$ cat config.mk
export PLATFORM = sky130hd
export DESIGN_NAME = rsm_cmd_core
export DESIGN_NICKNAME = d
export VERILOG_FILES = /design/src/pkg/rsm_pkg.sv /design/src/hw/rsm_byte_pair.sv /design/src/hw/rsm_cmd_core.sv /design/src/hw/rsm_tone_gen.sv
export VERILOG_INCLUDE_DIRS = /design/src /design/src/pkg
export SDC_FILE = /design/constraint.sdc
export NUM_CORES = 1
export LEC_CHECK = 0
export ABC_CLOCK_PERIOD_IN_PS = 9400
export CAP_MARGIN = 20
export CORE_MARGIN = 1
export CORE_UTILIZATION = 63
export CTS_BUF_LIST = sky130_fd_sc_hd__clkbuf_4 sky130_fd_sc_hd__clkbuf_8
export DETAILED_ROUTE_END_ITERATION = 7
export DONT_BUFFER_PORTS = 1
export HOLD_SLACK_MARGIN = 0.08
export PLACE_DENSITY_LB_ADDON = 0.2
export SLEW_MARGIN = 20
export SYNTH_ARGS = -nofsm -noshare
export SYNTH_HDL_FRONTEND = slang
export SYNTH_SLANG_ARGS = --single-unit
$ cat constraint.sdc
create_clock -name clk_i -period 9.4 [get_ports clk_i]
set_input_delay 1.88 -clock clk_i [delete_from_list [all_inputs] [get_ports clk_i]]
set_output_delay 1.88 -clock clk_i [all_outputs]
set_load 0.03 [all_outputs]
$ cat src/pkg/rsm_cfg.svh
// constants of the sound and motor command interpreter
// assumes a single 100 MHz system clock; all codes are internal encodings
`ifndef RSM_CFG_SVH
`define RSM_CFG_SVH

// command codes carried in the first byte
`define RSM_SOUND_PLAY_CODE      8'h01
`define RSM_MOTOR_CONFIG_CODE    8'h02
`define RSM_ROBOT_INIT_CODE      8'h03

// sound qualifier layout
`define RSM_QUAL_NOTE_BIT        7
`define RSM_QUAL_LEN_MSB         6
`define RSM_QUAL_LEN_LSB         5
`define RSM_QUAL_PITCH_MSB       4
`define RSM_QUAL_PITCH_LSB       0

// effect qualifier values
`define RSM_DRIP_EFFECT_A        4'h0
`define RSM_DRIP_EFFECT_B        4'h1
`define RSM_STARTUP_EFFECT       4'h2
`define RSM_LOW_PITCH_EFFECT     4'h3
`define RSM_DOUBLE_CHIRP_EFFECT  4'h4
`define RSM_TRIPLE_CHIRP_EFFECT  4'h5
`define RSM_PHASOR_EFFECT        4'h6
`define RSM_WAIL_EFFECT_A        4'h7
`define RSM_WAIL_EFFECT_B        4'h8
`define RSM_WAIL_EFFECT_C        4'h9
`define RSM_EFFECT_COUNT         4'hA

// pitch indices: 0..6 lower octave c..b, 7..13 middle, 14..20 upper
`define RSM_NOTES_PER_OCTAVE     7
`define RSM_PITCH_LAST           5'h14
`define RSM_PITCH_REST           5'h15
`define RSM_PITCH_END            5'h1F
`define RSM_EFFECT_STEPS         8

// middle octave frequencies in hz, c..b
`define RSM_NOTE_C_HZ            262
`define RSM_NOTE_D_HZ            294
`define RSM_NOTE_E_HZ            330
`define RSM_NOTE_F_HZ            349
`define RSM_NOTE_G_HZ            392
`define RSM_NOTE_A_HZ            440
`define RSM_NOTE_B_HZ            494

// motor qualifier layout
`define RSM_MOTOR_TYPE_MSB       2
`define RSM_MOTOR_TYPE_LSB       0
`define RSM_ENCODER_BIT          3
`define RSM_SMALL_BRUSHED_MOTOR_TYPE 3'h0
`define RSM_MOTOR_TYPE_RST       3'h0

// timing
`define RSM_CLK_HZ               100000000
`define RSM_QUARTER_NOTE_MS      125
`define RSM_EFFECT_STEP_MS       40
`define RSM_MS_PER_S             1000

`endif

$ cat src/pkg/rsm_pkg.sv
// types of the sound and motor command interpreter
// constants live in rsm_cfg.svh
package rsm_pkg;

    typedef enum logic [0:0] {
        RSM_IDLE = 1'b0,
        RSM_PLAY = 1'b1
    } rsm_state_t;

    typedef enum logic [1:0] {
        RSM_LEN_QUARTER = 2'b00,
        RSM_LEN_HALF    = 2'b01,
        RSM_LEN_WHOLE   = 2'b10,
        RSM_LEN_DOUBLE  = 2'b11
    } rsm_len_t;

endpackage

$ cat src/hw/rsm_byte_pair.sv
// pairs the incoming byte stream into code and qualifier
// assumes bytes arrive from a receiver on the same clock, one per cycle with valid high
`timescale 1ns/1ps
module rsm_byte_pair (
    // clock and reset
    input  wire logic       clk_i,
    input  wire logic       sys_rst_i,
    // byte stream
    input  wire logic [7:0] rx_byte_i,
    input  wire logic       rx_valid_i,
    // paired command
    output logic      [7:0] code_o,
    output logic      [7:0] qual_o,
    output logic            cmd_valid_o
);

    logic have_code_reg;

    // first byte is the code, second the qualifier
    always_ff @(posedge clk_i or posedge sys_rst_i) begin
        if (sys_rst_i) begin
            have_code_reg <= 1'b0;
            code_o        <= 8'h00;
            qual_o        <= 8'h00;
        end else if (rx_valid_i) begin
            have_code_reg <= ~have_code_reg;
            if (!have_code_reg) begin
                code_o <= rx_byte_i;
            end else begin
                qual_o <= rx_byte_i;
            end
        end
    end

    // pulse only once both bytes are in
    always_ff @(posedge clk_i or posedge sys_rst_i) begin
        if (sys_rst_i) begin
            cmd_valid_o <= 1'b0;
        end else begin
            cmd_valid_o <= rx_valid_i & have_code_reg;
        end
    end

endmodule

$ cat src/hw/rsm_cmd_core.sv
// sound and motor command interpreter
// assumes rx bytes come from a serial receiver on clk_i; drive requests from
// the motion logic on clk_i; sound_o drives a piezo buzzer
`timescale 1ns/1ps
`include "rsm_cfg.svh"

// Notes on behaviour
// - after reset the start-up effect plays once on the buzzer.
// - the robot initialisation command replays that same start-up effect.
// - each command is exactly two bytes and nothing acts before both are in.
// - the first byte is the command code and the second qualifies it.
// - a sound command with an effect qualifier plays one of the ten effects.
// - a note qualifier picks c to b in the lower, middle or upper octave.
// - the note length field picks double, whole, half or quarter duration.
// - motor drive outputs stay off until a motor configuration has arrived.
// - the motor type comes only from the three low qualifier bits.
// - type zero means small brushed motors driven straight from the pins.
// - a separate qualifier bit turns on encoder operation.
module rsm_cmd_core #(
    parameter int CLK_HZ         = `RSM_CLK_HZ,
    parameter int QUARTER_MS     = `RSM_QUARTER_NOTE_MS,
    parameter int EFFECT_STEP_MS = `RSM_EFFECT_STEP_MS,
    parameter int HP_W           = 20
) (
    // clock and reset
    input  wire logic       clk_i,
    input  wire logic       sys_rst_i,
    // command byte stream
    input  wire logic [7:0] rx_byte_i,
    input  wire logic       rx_valid_i,
    // drive requests from motion logic
    input  wire logic [1:0] left_drive_i,
    input  wire logic [1:0] right_drive_i,
    // motor pins and configuration
    output logic      [1:0] left_drive_o,
    output logic      [1:0] right_drive_o,
    output logic            motor_configured_o,
    output logic      [2:0] motor_type_o,
    output logic            encoder_en_o,
    output logic            direct_drive_o,
    // sound
    output logic            sound_o,
    output logic            sound_active_o,
    // command status
    output logic            cmd_taken_o,
    output logic            cmd_ignored_o
);

    // timing counts from the clock rate
    localparam int QUARTER_CYCLES = (CLK_HZ / `RSM_MS_PER_S) * QUARTER_MS;
    localparam int STEP_CYCLES    = (CLK_HZ / `RSM_MS_PER_S) * EFFECT_STEP_MS;
    localparam int LOWEST_HZ      = `RSM_NOTE_C_HZ / 2;

    if (QUARTER_CYCLES < 1 || STEP_CYCLES < 1) begin : g_chk_time
        $error("note or effect step shorter than one clock");
    end
    if (CLK_HZ / (2 * LOWEST_HZ) >= (1 << HP_W)) begin : g_chk_hp
        $error("half period width too small for the clock rate");
    end
    if (CLK_HZ / (4 * `RSM_NOTE_B_HZ) < 1) begin : g_chk_hz
        $error("clock too slow for the upper octave");
    end

    // frequency of a pitch index: middle octave value, halved for the lower octave, doubled for the upper
    function automatic int note_hz(input int idx);
        int f;
        f = `RSM_NOTE_C_HZ;
        case (idx % `RSM_NOTES_PER_OCTAVE)
            0: f = `RSM_NOTE_C_HZ;
            1: f = `RSM_NOTE_D_HZ;
            2: f = `RSM_NOTE_E_HZ;
            3: f = `RSM_NOTE_F_HZ;
            4: f = `RSM_NOTE_G_HZ;
            5: f = `RSM_NOTE_A_HZ;
            default: f = `RSM_NOTE_B_HZ;
        endcase
        if (idx < `RSM_NOTES_PER_OCTAVE) begin
            f = f / 2;
        end else if (idx >= 2 * `RSM_NOTES_PER_OCTAVE) begin
            f = f * 2;
        end
        return f;
    endfunction

    // pitch sequence of each effect, one step per effect step time
    function automatic logic [4:0] efx_pitch(input logic [3:0] e, input logic [2:0] s);
        logic [4:0] p;
        p = `RSM_PITCH_END;
        case (e)
            `RSM_DRIP_EFFECT_A: begin
                if (s == 3'h0) p = 5'h14;
                else if (s == 3'h1) p = 5'h10;
            end
            `RSM_DRIP_EFFECT_B: begin
                if (s == 3'h0) p = 5'h12;
                else if (s == 3'h1) p = 5'h0B;
            end
            `RSM_STARTUP_EFFECT: begin
                if (s == 3'h0) p = 5'h07;
                else if (s == 3'h1) p = 5'h09;
                else if (s == 3'h2) p = 5'h0B;
                else if (s == 3'h3) p = 5'h0E;
            end
            `RSM_LOW_PITCH_EFFECT: begin
                if (s <= 3'h5) p = 5'h00;
            end
            `RSM_DOUBLE_CHIRP_EFFECT: begin
                if (s <= 3'h2) p = s[0] ? `RSM_PITCH_REST : 5'h13;
            end
            `RSM_TRIPLE_CHIRP_EFFECT: begin
                if (s <= 3'h4) p = s[0] ? `RSM_PITCH_REST : 5'h13;
            end
            `RSM_PHASOR_EFFECT: begin
                if (s <= 3'h5) p = s[0] ? 5'h14 : 5'h0E;
            end
            `RSM_WAIL_EFFECT_A: begin
                p = (s[2] ? 5'h0F : 5'h07) + {2'b00, s[2] ? ~s : s} - {2'b00, s[2], 2'b00};
            end
            `RSM_WAIL_EFFECT_B: begin
                p = s[0] ? 5'h0E : 5'h0B;
            end
            `RSM_WAIL_EFFECT_C: begin
                p = 5'h04 + {2'b00, s};
            end
            default: p = `RSM_PITCH_END;
        endcase
        return p;
    endfunction

    // half period lookup, built at elaboration
    logic [HP_W-1:0] half_tab [0:`RSM_PITCH_LAST];
    for (genvar g = 0; g <= `RSM_PITCH_LAST; g++) begin : g_half
        assign half_tab[g] = HP_W'(CLK_HZ / (2 * note_hz(g)));
    end

    // paired command bytes
    logic [7:0] code;
    logic [7:0] qual;
    logic       cmd_valid;

    rsm_byte_pair u_pair (
        .clk_i       (clk_i),
        .sys_rst_i   (sys_rst_i),
        .rx_byte_i   (rx_byte_i),
        .rx_valid_i  (rx_valid_i),
        .code_o      (code),
        .qual_o      (qual),
        .cmd_valid_o (cmd_valid)
    );

    // command decode
    logic is_sound;
    logic is_motor;
    logic is_init;
    logic is_known;
    assign is_sound = cmd_valid && code == `RSM_SOUND_PLAY_CODE;
    assign is_motor = cmd_valid && code == `RSM_MOTOR_CONFIG_CODE;
    assign is_init  = cmd_valid && code == `RSM_ROBOT_INIT_CODE;
    assign is_known = is_sound | is_motor | is_init;

    always_ff @(posedge clk_i or posedge sys_rst_i) begin
        if (sys_rst_i) begin
            cmd_taken_o   <= 1'b0;
            cmd_ignored_o <= 1'b0;
        end else begin
            cmd_taken_o   <= is_known;
            cmd_ignored_o <= cmd_valid & ~is_known;
        end
    end

    // motor configuration
    logic       motor_cfg_reg;
    logic [2:0] motor_type_reg;
    logic       encoder_reg;

    always_ff @(posedge clk_i or posedge sys_rst_i) begin
        if (sys_rst_i) begin
            motor_cfg_reg  <= 1'b0;
            motor_type_reg <= `RSM_MOTOR_TYPE_RST;
            encoder_reg    <= 1'b0;
        end else if (is_motor) begin
            motor_cfg_reg  <= 1'b1;
            motor_type_reg <= qual[`RSM_MOTOR_TYPE_MSB:`RSM_MOTOR_TYPE_LSB];
            encoder_reg    <= qual[`RSM_ENCODER_BIT];
        end
    end

    assign motor_configured_o = motor_cfg_reg;
    assign motor_type_o       = motor_type_reg;
    assign encoder_en_o       = encoder_reg;

    // pins carry drive only for configured small brushed motors
    logic direct_ok;
    assign direct_ok = motor_cfg_reg && motor_type_reg == `RSM_SMALL_BRUSHED_MOTOR_TYPE;

    always_ff @(posedge clk_i or posedge sys_rst_i) begin
        if (sys_rst_i) begin
            left_drive_o   <= 2'b00;
            right_drive_o  <= 2'b00;
            direct_drive_o <= 1'b0;
        end else begin
            left_drive_o   <= direct_ok ? left_drive_i : 2'b00;
            right_drive_o  <= direct_ok ? right_drive_i : 2'b00;
            direct_drive_o <= direct_ok;
        end
    end

    // start-up request held for the first cycle out of reset
    logic boot_reg;
    always_ff @(posedge clk_i or posedge sys_rst_i) begin
        if (sys_rst_i) begin
            boot_reg <= 1'b1;
        end else begin
            boot_reg <= 1'b0;
        end
    end

    // start of a new sound, which replaces any in progress
    logic       start_efx;
    logic       start_note;
    logic [3:0] start_efx_id;
    assign start_note   = is_sound && qual[`RSM_QUAL_NOTE_BIT];
    assign start_efx    = boot_reg || is_init ||
                          (is_sound && !qual[`RSM_QUAL_NOTE_BIT]
                           && qual[6:0] < 7'(`RSM_EFFECT_COUNT));
    assign start_efx_id = is_sound ? qual[3:0] : `RSM_STARTUP_EFFECT;

    // sound sequencer
    rsm_pkg::rsm_state_t state_reg;
    logic                is_note_reg;
    logic [3:0]          efx_reg;
    logic [2:0]          step_reg;
    logic [4:0]          pitch_reg;
    logic [31:0]         cyc_reg;
    logic [3:0]          units_reg;
    logic                restart_reg;

    logic [31:0] unit_len;
    logic [4:0]  next_pitch;
    logic [4:0]  note_pitch;
    logic [3:0]  note_units;
    assign unit_len   = is_note_reg ? 32'(QUARTER_CYCLES - 1) : 32'(STEP_CYCLES - 1);
    assign next_pitch = efx_pitch(efx_reg, step_reg + 3'h1);
    assign note_pitch = qual[`RSM_QUAL_PITCH_MSB:`RSM_QUAL_PITCH_LSB] > `RSM_PITCH_LAST
                        ? `RSM_PITCH_REST : qual[`RSM_QUAL_PITCH_MSB:`RSM_QUAL_PITCH_LSB];

    // length field to quarter counts
    always_comb begin
        note_units = 4'h1;
        case (rsm_pkg::rsm_len_t'(qual[`RSM_QUAL_LEN_MSB:`RSM_QUAL_LEN_LSB]))
            rsm_pkg::RSM_LEN_QUARTER: note_units = 4'h1;
            rsm_pkg::RSM_LEN_HALF:    note_units = 4'h2;
            rsm_pkg::RSM_LEN_WHOLE:   note_units = 4'h4;
            rsm_pkg::RSM_LEN_DOUBLE:  note_units = 4'h8;
            default:                  note_units = 4'h1;
        endcase
    end

    always_ff @(posedge clk_i or posedge sys_rst_i) begin
        if (sys_rst_i) begin
            state_reg   <= rsm_pkg::RSM_IDLE;
            is_note_reg <= 1'b0;
            efx_reg     <= `RSM_STARTUP_EFFECT;
            step_reg    <= 3'h0;
            pitch_reg   <= `RSM_PITCH_REST;
            cyc_reg     <= 32'h0;
            units_reg   <= 4'h0;
            restart_reg <= 1'b0;
        end else begin
            restart_reg <= 1'b0;
            if (start_note) begin
                state_reg   <= rsm_pkg::RSM_PLAY;
                is_note_reg <= 1'b1;
                step_reg    <= 3'h0;
                pitch_reg   <= note_pitch;
                cyc_reg     <= 32'(QUARTER_CYCLES - 1);
                units_reg   <= note_units;
                restart_reg <= 1'b1;
            end else if (start_efx) begin
                state_reg   <= rsm_pkg::RSM_PLAY;
                is_note_reg <= 1'b0;
                efx_reg     <= start_efx_id;
                step_reg    <= 3'h0;
                pitch_reg   <= efx_pitch(start_efx_id, 3'h0);
                cyc_reg     <= 32'(STEP_CYCLES - 1);
                units_reg   <= 4'h1;
                restart_reg <= 1'b1;
            end else begin
                case (state_reg)
                    rsm_pkg::RSM_IDLE: begin
                        cyc_reg <= 32'h0;
                    end
                    rsm_pkg::RSM_PLAY: begin
                        if (cyc_reg != 32'h0) begin
                            cyc_reg <= cyc_reg - 32'h1;
                        end else if (units_reg > 4'h1) begin
                            units_reg <= units_reg - 4'h1;
                            cyc_reg   <= unit_len;
                        end else if (is_note_reg || step_reg == 3'(`RSM_EFFECT_STEPS - 1)
                                     || next_pitch == `RSM_PITCH_END) begin
                            state_reg <= rsm_pkg::RSM_IDLE;
                            pitch_reg <= `RSM_PITCH_REST;
                        end else begin
                            step_reg    <= step_reg + 3'h1;
                            pitch_reg   <= next_pitch;
                            cyc_reg     <= unit_len;
                            restart_reg <= 1'b1;
                        end
                    end
                    default: state_reg <= rsm_pkg::RSM_IDLE;
                endcase
            end
        end
    end

    // rests keep the sequencer running with the buzzer quiet
    logic            tone_en;
    logic [HP_W-1:0] tone_half;
    assign tone_en   = state_reg == rsm_pkg::RSM_PLAY && pitch_reg <= `RSM_PITCH_LAST;
    assign tone_half = tone_en ? half_tab[pitch_reg] : HP_W'(1);
    assign sound_active_o = state_reg == rsm_pkg::RSM_PLAY;

    rsm_tone_gen #(
        .HP_W (HP_W)
    ) u_tone (
        .clk_i     (clk_i),
        .sys_rst_i (sys_rst_i),
        .en_i      (tone_en),
        .restart_i (restart_reg),
        .half_i    (tone_half),
        .tone_o    (sound_o)
    );

endmodule

$ cat src/hw/rsm_tone_gen.sv
// square wave generator for the buzzer
// assumes the half period is held stable while enabled
`timescale 1ns/1ps
module rsm_tone_gen #(
    parameter int HP_W = 20
) (
    // clock and reset
    input  wire logic            clk_i,
    input  wire logic            sys_rst_i,
    // control
    input  wire logic            en_i,
    input  wire logic            restart_i,
    input  wire logic [HP_W-1:0] half_i,
    // buzzer
    output logic                 tone_o
);

    logic [HP_W-1:0] cnt_reg;

    always_ff @(posedge clk_i or posedge sys_rst_i) begin
        if (sys_rst_i) begin
            cnt_reg <= '0;
            tone_o  <= 1'b0;
        end else if (!en_i || restart_i) begin
            cnt_reg <= '0;
            tone_o  <= 1'b0;
        end else if (cnt_reg >= half_i - HP_W'(1)) begin
            cnt_reg <= '0;
            tone_o  <= ~tone_o;
        end else begin
            cnt_reg <= cnt_reg + HP_W'(1);
        end
    end

endmodule

==> results of run 1 <==
-- synthesized netlist by cell type (16+ instances only) --
| library cell | n | area share, % |
|---|---|---|
| a21oi_1 | 57 | 4.0 |
| nor3_1 | 26 | 1.8 |
| inv_1 | 24 | 1.3 |
| clkbuf_1 | 35 | 1.8 |
| dfrtp_1 | 98 | 34 |
| xnor2_1 | 22 | 2.7 |
| nand2_1 | 76 | 4.0 |
| nand4_1 | 16 | 1.4 |
| xor2_1 | 29 | 3.5 |
| ha_1 | 43 | 7.5 |
| nand3_1 | 26 | 1.8 |
| o21ai_0 | 49 | 3.4 |
| nor2_1 | 98 | 5.1 |
-- per-stage QoR --
step                setup WS, ps  cell area [µm²]  std cells  util [%]  hold WS, ps
floorplan                   4820             7170        836         -          446
global placement            4610             7160        931      65.2          460
detailed placement          4450             7160        931      65.2          463
CTS                         4440             7340        946      66.8          487
global route                3990             7340        946      66.8          526
finish                      4360             7340        946      66.8          481
-- routing by layer --
metal / wire length, µm / up-vias / global-route usage, %
met2: 7750 / 191 / 47.6
li1: - / 2921 / -
met4: 193 / 0 / 7.53
met5: 0 / - / 0
met3: 828 / 22 / 5.50
met1: 7620 / 3016 / 40.4
-- kinds of logic (layout without fill, tap and decap cells) --
group	after synthesis	after routing	share of synthesized area, %
other	2	2	0.105
xor gates and xnor gates	51	51	6.23
and+or+nand+nor	333	333	23.2
DFF	103	103	36.0
muxes	20	20	3.51
buffers and inverters	71	41	3.98
adders and majority gates	43	43	7.51
AOI/OAI and AO/OA	213	213	19.4
-- power by group through the flow --
stage	sequential, mW	clock [mW]	combinational [mW]
3_3_place_gp	0.626	0	0.298
5_1_grt	0.635	0.283	0.353
2_1_floorplan	0.575	0	0.289
6_report	0.625	0.259	0.312
4_1_cts	0.622	0.263	0.310
3_5_place_dp	0.631	0	0.309
-- final timing paths --
path / from / slack [ps] / end
setup / recovery: pitch_reg[1] / 4360 / u_tone.tone_o
hold / removal: u_pair.code_o[2] / 480 / u_pair.code_o[2]
setup reg to reg: pitch_reg[1] / 4360 / u_tone.tone_o
hold reg to reg: u_pair.code_o[2] / 480 / u_pair.code_o[2]
max in group asynchronous: sys_rst_i / 6850 / cyc_reg[17]
min in group asynchronous: sys_rst_i / 1450 / step_reg[0]
-- tightest hold or removal path, cell delays in order (launching register included) --
cell and delay, ps:
dfrtp_1 350, nand2_1 50, nand2_1 50
-- layout make-up --
cell class | count | area (µm²)
clock buffer | 10 | 131
tap | 140 | 175
clock inverter | 5 | 42.5
multi-input combinational | 662 | 4300
inverter | 25 | 96.3
sequential | 103 | 2580
timing repair buffer | 1 | 7.51
fill | 914 | 3650
==> impl_metrics.ini, run 1 <==
[run_status]
outcome = complete, no violations

[power]
pwr-share-clk_pct = 21.7
p_int_mw = 0.742
power_frac_comb_pct = 26.1
switching_share_pct = 38.0
power_frac_seq_pct = 52.2
irDropWorstVdd_v = 0.000175
power_density_nw_per_um2 = 163
leakage_nw = 3.27
power.switching_mw = 0.454
power_mw = 1.20

[routing]
drt-wirelength-per-cell_um = 17.3
antenna_left = 0
firstDrtPassIters = 5
drc_errors = 0
routed_wl_um = 16400
vias_per_cell = 6.50
num_vias = 6150
drtIter0Drc = 536

[placement]
numPortBuffers = 0
gp_congestion = 0.863
dp_hpwl_um = 11700

[worst_setup_path]
cp.arrival_ps = 5310
rr_worst_depth = 15
critPathLaunchType = flip-flop
crit_type = reg -> reg
critPathRequiredTime_ps = 9670
crit_fanout = 21
crit_slowest_cell = dfrtp_1
end_kind = flip-flop
cp.depth = 15
cp_top_family = compound AO/OA/AOI/OAI gates
crit_chain = inv_1 > ha_1 > mux4_2 > o211ai_1 > and4_1 > and3_1 > nand4_1 > and2_1 > ha_1 > a21o_1 > a21o_1 > a21oi_1 > o211ai_1 > a211o_1 > mux2_2
crit_buf_inv = 1
slowest_delay_ps = 700

[sta]
setup_viol = 0
tightest_slew_ps = 931
clock_skew_ps = 14.4
relSlewSlack_pct = 37.9
rsz0062_at_grt = no
drv_slew = 0
finalHoldViolCount = 0
finalSetupTns_ps = 0
post-route-min-period_ps = 5040
timing.fmax_ghz = 0.198
period_share_pct = 53.6

[layout]
drive_gt1_share_pct = 6.45
fin_nets = 860
antenna_cells = 0
most-common-layout-cells = nor2_1 (98), dfrtp_1 (98), nand2_1 (76)
largest_reg_flops = 32
syn_to_final_growth_pct = 2.34

[synth]
ys_warn_count = 0
synth_seq_cells = 103
synth_edf_count = 0
synth_cell_type_count = 75
seq_area_frac_synth_pct = 36.0
synth_ff_type = dfrtp_1
syn_inst = 836
synthArstFlopShare_pct = 100
synthesis.area_um2 = 7170
syn_nets = 894
avgSynthCellArea_um2 = 8.57

[clock_network]
cts_root_buf = clkbuf_8
post_cts_resized = 0
cts_tree = done
cts_max_level = 3
clock_tree.buffer_depth = 2
hold_buffers = 0
clk_pin_slew_ps = 100
cts_made_buffers = 9
clkSinkCount = 103
clk_latency_ps = 380
cts_setup_buffers = 0

[floorplanning]
dieArea_um2 = 11800
fp.dieW_um = 109
ioPinCount = 29
fp-row-count = 38
dieHeight_um = 109
core-area_um2 = 11000
start_util_pct = 65.3

[grt]
gr-total-overflow = 0
grt_pass1_vias = 5754
grt_usage_pct = 29.3
grt_max_degree = 55
grt_pass1_wl_um = 27600
antenna_found_initial = 0

[hold_path]
worstHoldPathCells = 2
hp-class = reg -> reg

[job]
timing.max_cap.violations = 0
Power figures use the tool's default switching activity.
==> run 2, diff against run 1 <==
--- a/config.mk
+++ b/config.mk
@@ -6,7 +6,7 @@
 export SDC_FILE = /design/constraint.sdc
 export NUM_CORES = 1
 export LEC_CHECK = 0
-export ABC_CLOCK_PERIOD_IN_PS = 9400
+export ABC_CLOCK_PERIOD_IN_PS = 4850
 export CAP_MARGIN = 20
 export CORE_MARGIN = 1
 export CORE_UTILIZATION = 63
==> constraint.sdc (replaced) <==
create_clock -name clk_i -period 4.85 [get_ports clk_i]
set_input_delay 0.97 -clock clk_i [delete_from_list [all_inputs] [get_ports clk_i]]
set_output_delay 0.97 -clock clk_i [all_outputs]
set_load 0.03 [all_outputs]
==> run 2 against run 1 <==
Effect of this change:
- clock power grew 98%
- clock skew down 0.69 ps
- core utilization up 0.74 points
- flip-flop and latch count unchanged
- count of clock-buffer cells in the layout decreased by 1
- cell count increased by 1.2%
- non-clock buffer count is 10 higher
- sequential power is 92% higher
- global-route usage rose by 0.51 points
- sequential share of layout area fell by 0.39 points
- first-iteration DRC count is 6.7% higher
- cell area up 1.1%
==> impl_metrics.ini, run 2 (synthesis gave the netlist of run 1 again) <==
[run_status]
outcome = complete, no violations

[grt]
grt_max_degree = 64
grt_usage_pct = 29.8
grt_pass1_wl_um = 27800
gr-total-overflow = 0
grt_pass1_vias = 5757
antenna_found_initial = 0

[power]
power_density_nw_per_um2 = 316
leakage_nw = 3.32
power.switching_mw = 0.901
power_frac_seq_pct = 51.1
switching_share_pct = 38.4
pwr-share-clk_pct = 21.9
irDropWorstVdd_v = 0.000335
power_frac_comb_pct = 27.0
p_int_mw = 1.45

[layout]
multi_input_comb_area_um2 = 4300
antenna_cells = 0
fillCellCount = 895
fin_nets = 870
syn_to_final_growth_pct = 3.47
regArea_um2 = 2580
most-common-layout-cells = nor2_1 (98), dfrtp_1 (98), nand2_1 (76)
drive_gt1_share_pct = 7.71
largest_reg_flops = 32

[sta]
post-route-min-period_ps = 4600
finalSetupTns_ps = 0
rsz0062_at_grt = no
whs_ps = 487
period_share_pct = 94.8
setup_viol = 0
tightest_slew_ps = 772
drv_slew = 0
clock_skew_ps = 13.7
timing.fmax_ghz = 0.218
relSlewSlack_pct = 48.4
finalHoldViolCount = 0

[worst_setup_path]
rrSetupSlack_ps = 250
end_kind = flip-flop
crit_type = reg -> reg
r2r_end = u_tone.cnt_reg[14]
cp.arrival_ps = 4900
critPathRequiredTime_ps = 5160
crit_fanout = 20
reg2reg_from = pitch_reg[0]
critPathLaunchType = flip-flop
rr_worst_depth = 18

[clock_network]
clock_tree.buffer_depth = 2
cts_root_buf = clkbuf_8
clk_pin_slew_ps = 110
clkSinkCount = 103
clk_latency_ps = 380
post_cts_resized = 0
cts_made_buffers = 9
cts_tree = done
cts_max_level = 3

[floorplanning]
dieHeight_um = 109
start_util_pct = 65.3
fp-row-count = 38
fp.dieW_um = 109
ioPinCount = 29
core-area_um2 = 11000
dieArea_um2 = 11800

[routing]
num_vias = 6197
drt-wirelength-per-cell_um = 17.4
firstDrtPassIters = 7
drc_errors = 0
antenna_left = 0
routed_wl_um = 16600
drtIter0Drc = 572
vias_per_cell = 6.48

[job]
timing.max_cap.violations = 0

[hold_path]
min_to = u_pair.code_o[5]
worstHoldPathCells = 2
hp-class = reg -> reg
min_from = u_pair.code_o[5]

[placement]
dp_hpwl_um = 11900
numPortBuffers = 0
gp_congestion = 0.893
## run 2: worst max-delay path by stage
| stage | startpoint | slack, ps | endpoint | cells past startpoint |
|---|---|---|---|---|
| after detailed placement | pitch_reg[0] | 260 | u_tone.cnt_reg[10] | 19 |
| final | pitch_reg[0] | 250 | u_tone.cnt_reg[14] | 18 |
| after floorplan | pitch_reg[0] | 480 | u_tone.tone_o | 19 |
| after global placement | pitch_reg[0] | 450 | u_tone.tone_o | 18 |
| after CTS | pitch_reg[0] | 230 | u_tone.cnt_reg[10] | 19 |
| after global routing | pitch_reg[0] | 20 | u_tone.cnt_reg[18] | 18 |
## run 2: layout make-up
cell class / instances / area share (%)
well taps: 140 / 2.36
repair buffers: 11 / 1.11
multi-input cells: 662 / 58.0
clock inverters: 7 / 0.759
clock buffers: 9 / 1.67
flip-flops and latches: 103 / 34.8
inverters: 25 / 1.30
## run 2: power groups by stage
stage                     combinational (mW)  sequential (mW)  clock [mW]
after floorplan                        0.560             1.11           0
after global placement                 0.592             1.20           0
after detailed placement               0.619             1.21           0
after CTS                              0.623             1.20       0.521
after global routing                   0.713             1.22       0.555
final                                  0.634             1.20       0.513
## run 2: what timing repair did
item / CTS / global route
setup buffers: 0 / 3
setup endpoints to repair: 0 / 21
hold buffers: 0 / 0
hold endpoints to repair: 0 / 0
## run 2: per-layer routing
layer	GRT usage [%]	share of wire [%]
met1	42.4	44
met2	47.3	48
met3	4.00	6.4
met4	9.46	1.9
met5	0	0
## run 2: per-stage QoR
stage | total power [mW] | setup slack (ps) | std cells | cell area [µm²] | util [%]
2_1_floorplan | 1.67 | 480 | 836 | 7170 | -
3_3_place_gp | 1.79 | 448 | 938 | 7210 | 65.7
3_5_place_dp | 1.83 | 261 | 938 | 7210 | 65.7
4_1_cts | 2.34 | 231 | 954 | 7390 | 67.3
5_1_grt | 2.49 | 21.0 | 957 | 7420 | 67.5
6_report | 2.35 | 253 | 957 | 7420 | 67.5
## run 2: critical path, cell delays in order, from the launching register on
cell and delay (ps):
dfstp_2 610, inv_1 150, ha_1 290, mux4_2 470
nor2_1 110, a21oi_1 50, nor2_1 210, ha_1 250
and4_1 310, and3_1 230, nand4_1 190, a21boi_0 200
ha_1 310, nor2b_1 140, o21ai_0 210, o211ai_1 130
a211o_1 310, buf_4 210, nor2_1 140
==> run 3, diff against run 2 <==
==> constraint.sdc (replaced) <==
create_clock -name clk_i -period 4.85 [get_ports clk_i]
set_input_delay 1.455 -clock clk_i [delete_from_list [all_inputs] [get_ports clk_i]]
set_output_delay 1.455 -clock clk_i [all_outputs]
set_load 0.03 [all_outputs]
==> run 3 against run 2 <==
Effect of this change:
- clock skew fell by 2.2 ps
- core utilization rose by 0.40 points
- worst hold slack improved by 3.1 ps
- critical endpoint is now u_tone.cnt_reg[7]
- global-route usage rose by 0.11 points
- clock power rose by 13%
- combinational power rose by 0.9%
- critical path depth rose by 1
- cell count rose by 0.21%
- largest power group unchanged
- register-to-register slack improved by 40 ps
- sequential share of layout area fell by 0.20 points
- largest cell class unchanged
==> impl_metrics.ini, run 3 (synthesis gave the netlist of run 1 again) <==
[power]
power.switching_mw = 0.914
switching_share_pct = 37.8
power_density_nw_per_um2 = 324
irDropWorstVdd_v = 0.000418
p_int_mw = 1.50
leakage_nw = 3.34
power_frac_seq_pct = 49.5
power_frac_comb_pct = 26.5
pwr-share-clk_pct = 24.0

[placement]
numPortBuffers = 0
dp_cells = 937
gp_congestion = 0.935
dp_hpwl_um = 11900

[floorplanning]
dieHeight_um = 109
dieArea_um2 = 11800
core-area_um2 = 11000
fp.dieW_um = 109
ioPinCount = 29
fp-row-count = 38
start_util_pct = 65.3

[worst_setup_path]
crit_fanout = 20
critPathRequiredTime_ps = 5170
startpoint = pitch_reg[0]
cp.arrival_ps = 4880
end_kind = flip-flop
reg2reg_from = pitch_reg[0]
critPathLaunchType = flip-flop
crit_type = reg -> reg

[sta]
tightest_slew_ps = 919
relSlewSlack_pct = 38.7
finalSetupTns_ps = 0
drv_slew = 0
rsz0062_at_grt = no
timing.fmax_ghz = 0.219
clock_skew_ps = 11.5
finalHoldViolCount = 0
period_share_pct = 94.0
post-route-min-period_ps = 4560
setup_viol = 0

[routing]
drtIter0Drc = 446
antenna_left = 0
num_vias = 6251
drt-wirelength-per-cell_um = 17.8
vias_per_cell = 6.52
drc_errors = 0
routed_wl_um = 17100
firstDrtPassIters = 5

[clock_network]
hold_buffers = 0
clock_tree.buffer_depth = 2
cts_made_buffers = 9
cts_tree = done
clkSinkCount = 103
cts_root_buf = clkbuf_8
clk_latency_ps = 390
cts_max_level = 3
clk_pin_slew_ps = 110

[hold_path]
min_from = u_pair.code_o[3]
hp-class = reg -> reg

[layout]
syn_to_final_growth_pct = 4.08
layout.cells.non_filler = 959
most-common-layout-cells = dfrtp_1 (98), nor2_1 (97), nand2_1 (76)
fin_nets = 872
antenna_cells = 0
final_util_pct = 67.9
layout_commonest_cell = dfrtp_1
drive_gt1_share_pct = 8.30
largest_reg_flops = 32

[grt]
gr-total-overflow = 0
grt_pass1_vias = 5852
grt_max_degree = 75
grt_pass1_wl_um = 27800
grt_usage_pct = 29.9
antenna_found_initial = 0

[job]
timing.max_cap.violations = 0

[run_status]
outcome = complete, no violations
[run 3: routing by layer]
| metal | up-vias | GRT usage, % | part of all wire, % |
|---|---|---|---|
| li1 | 2936 | - | - |
| met1 | 3068 | 40.5 | 45 |
| met2 | 208 | 48.2 | 48 |
| met3 | 39 | 4.48 | 4.7 |
| met4 | 0 | 12.1 | 2.0 |
| met5 | - | 0 | 0 |
[run 3: repair_timing]
| action | 4_1_cts | 5_1_grt |
|---|---|---|
| resized for setup | 0 | 3 |
| buffers inserted | 0 | 6 |
| endpoints found under the setup margin | 0 | 21 |
[run 3: area by class of cell]
type | count | area, µm²
clock buffers | 9 | 124
multi-input cells | 662 | 4310
clock inverters | 7 | 81.3
repair buffers | 13 | 95.1
flip-flops and latches | 103 | 2580
inverters | 25 | 96.3
well taps | 140 | 175
fillers | 867 | 3520
[run 3: power by group through the flow]
stage	sequential (mW)	combinational [mW]	clock (mW)
floorplan	1.11	0.560	0
global placement	1.20	0.584	0
detailed placement	1.21	0.617	0
CTS	1.20	0.620	0.587
global route	1.22	0.713	0.620
finish	1.20	0.640	0.580
[run 3: critical path, cell delays in order (launching register included)]
cell      delay, ps
dfstp_2         610
inv_1           140
ha_1            290
mux4_2          470
nor2_1          110
a21oi_1          60
nor2_2          170
ha_1            230
and4_2          290
and3_1          210
nand4_1         200
and2_1          250
ha_1            170
a21o_1          180
a21o_1          170
a21oi_1         170
o211ai_1        100
a211o_1         310
buf_4           220
nor2_1          140
[run 3: worst paths after layout]
kind                                           to  cells past startpoint  slack [ps]
worst max-delay path            u_tone.cnt_reg[7]                     19         290
worst min-delay path             u_pair.code_o[3]                      2         490
max in group asynchronous       u_tone.cnt_reg[3]                      2        2900
min in group asynchronous             step_reg[0]                      1        1130
worst max register to register  u_tone.cnt_reg[7]                     19         290
worst min register to register   u_pair.code_o[3]                      2         490
[run 3: per-stage QoR]
stage	hold slack (ps)	cell area [µm²]	power (mW)	setup slack [ps]
detailed placement	464	7210	1.83	235
floorplan	446	7170	1.67	480
global placement	458	7210	1.79	437
finish	491	7460	2.42	293
global route	522	7460	2.55	4.50
CTS	490	7410	2.40	139
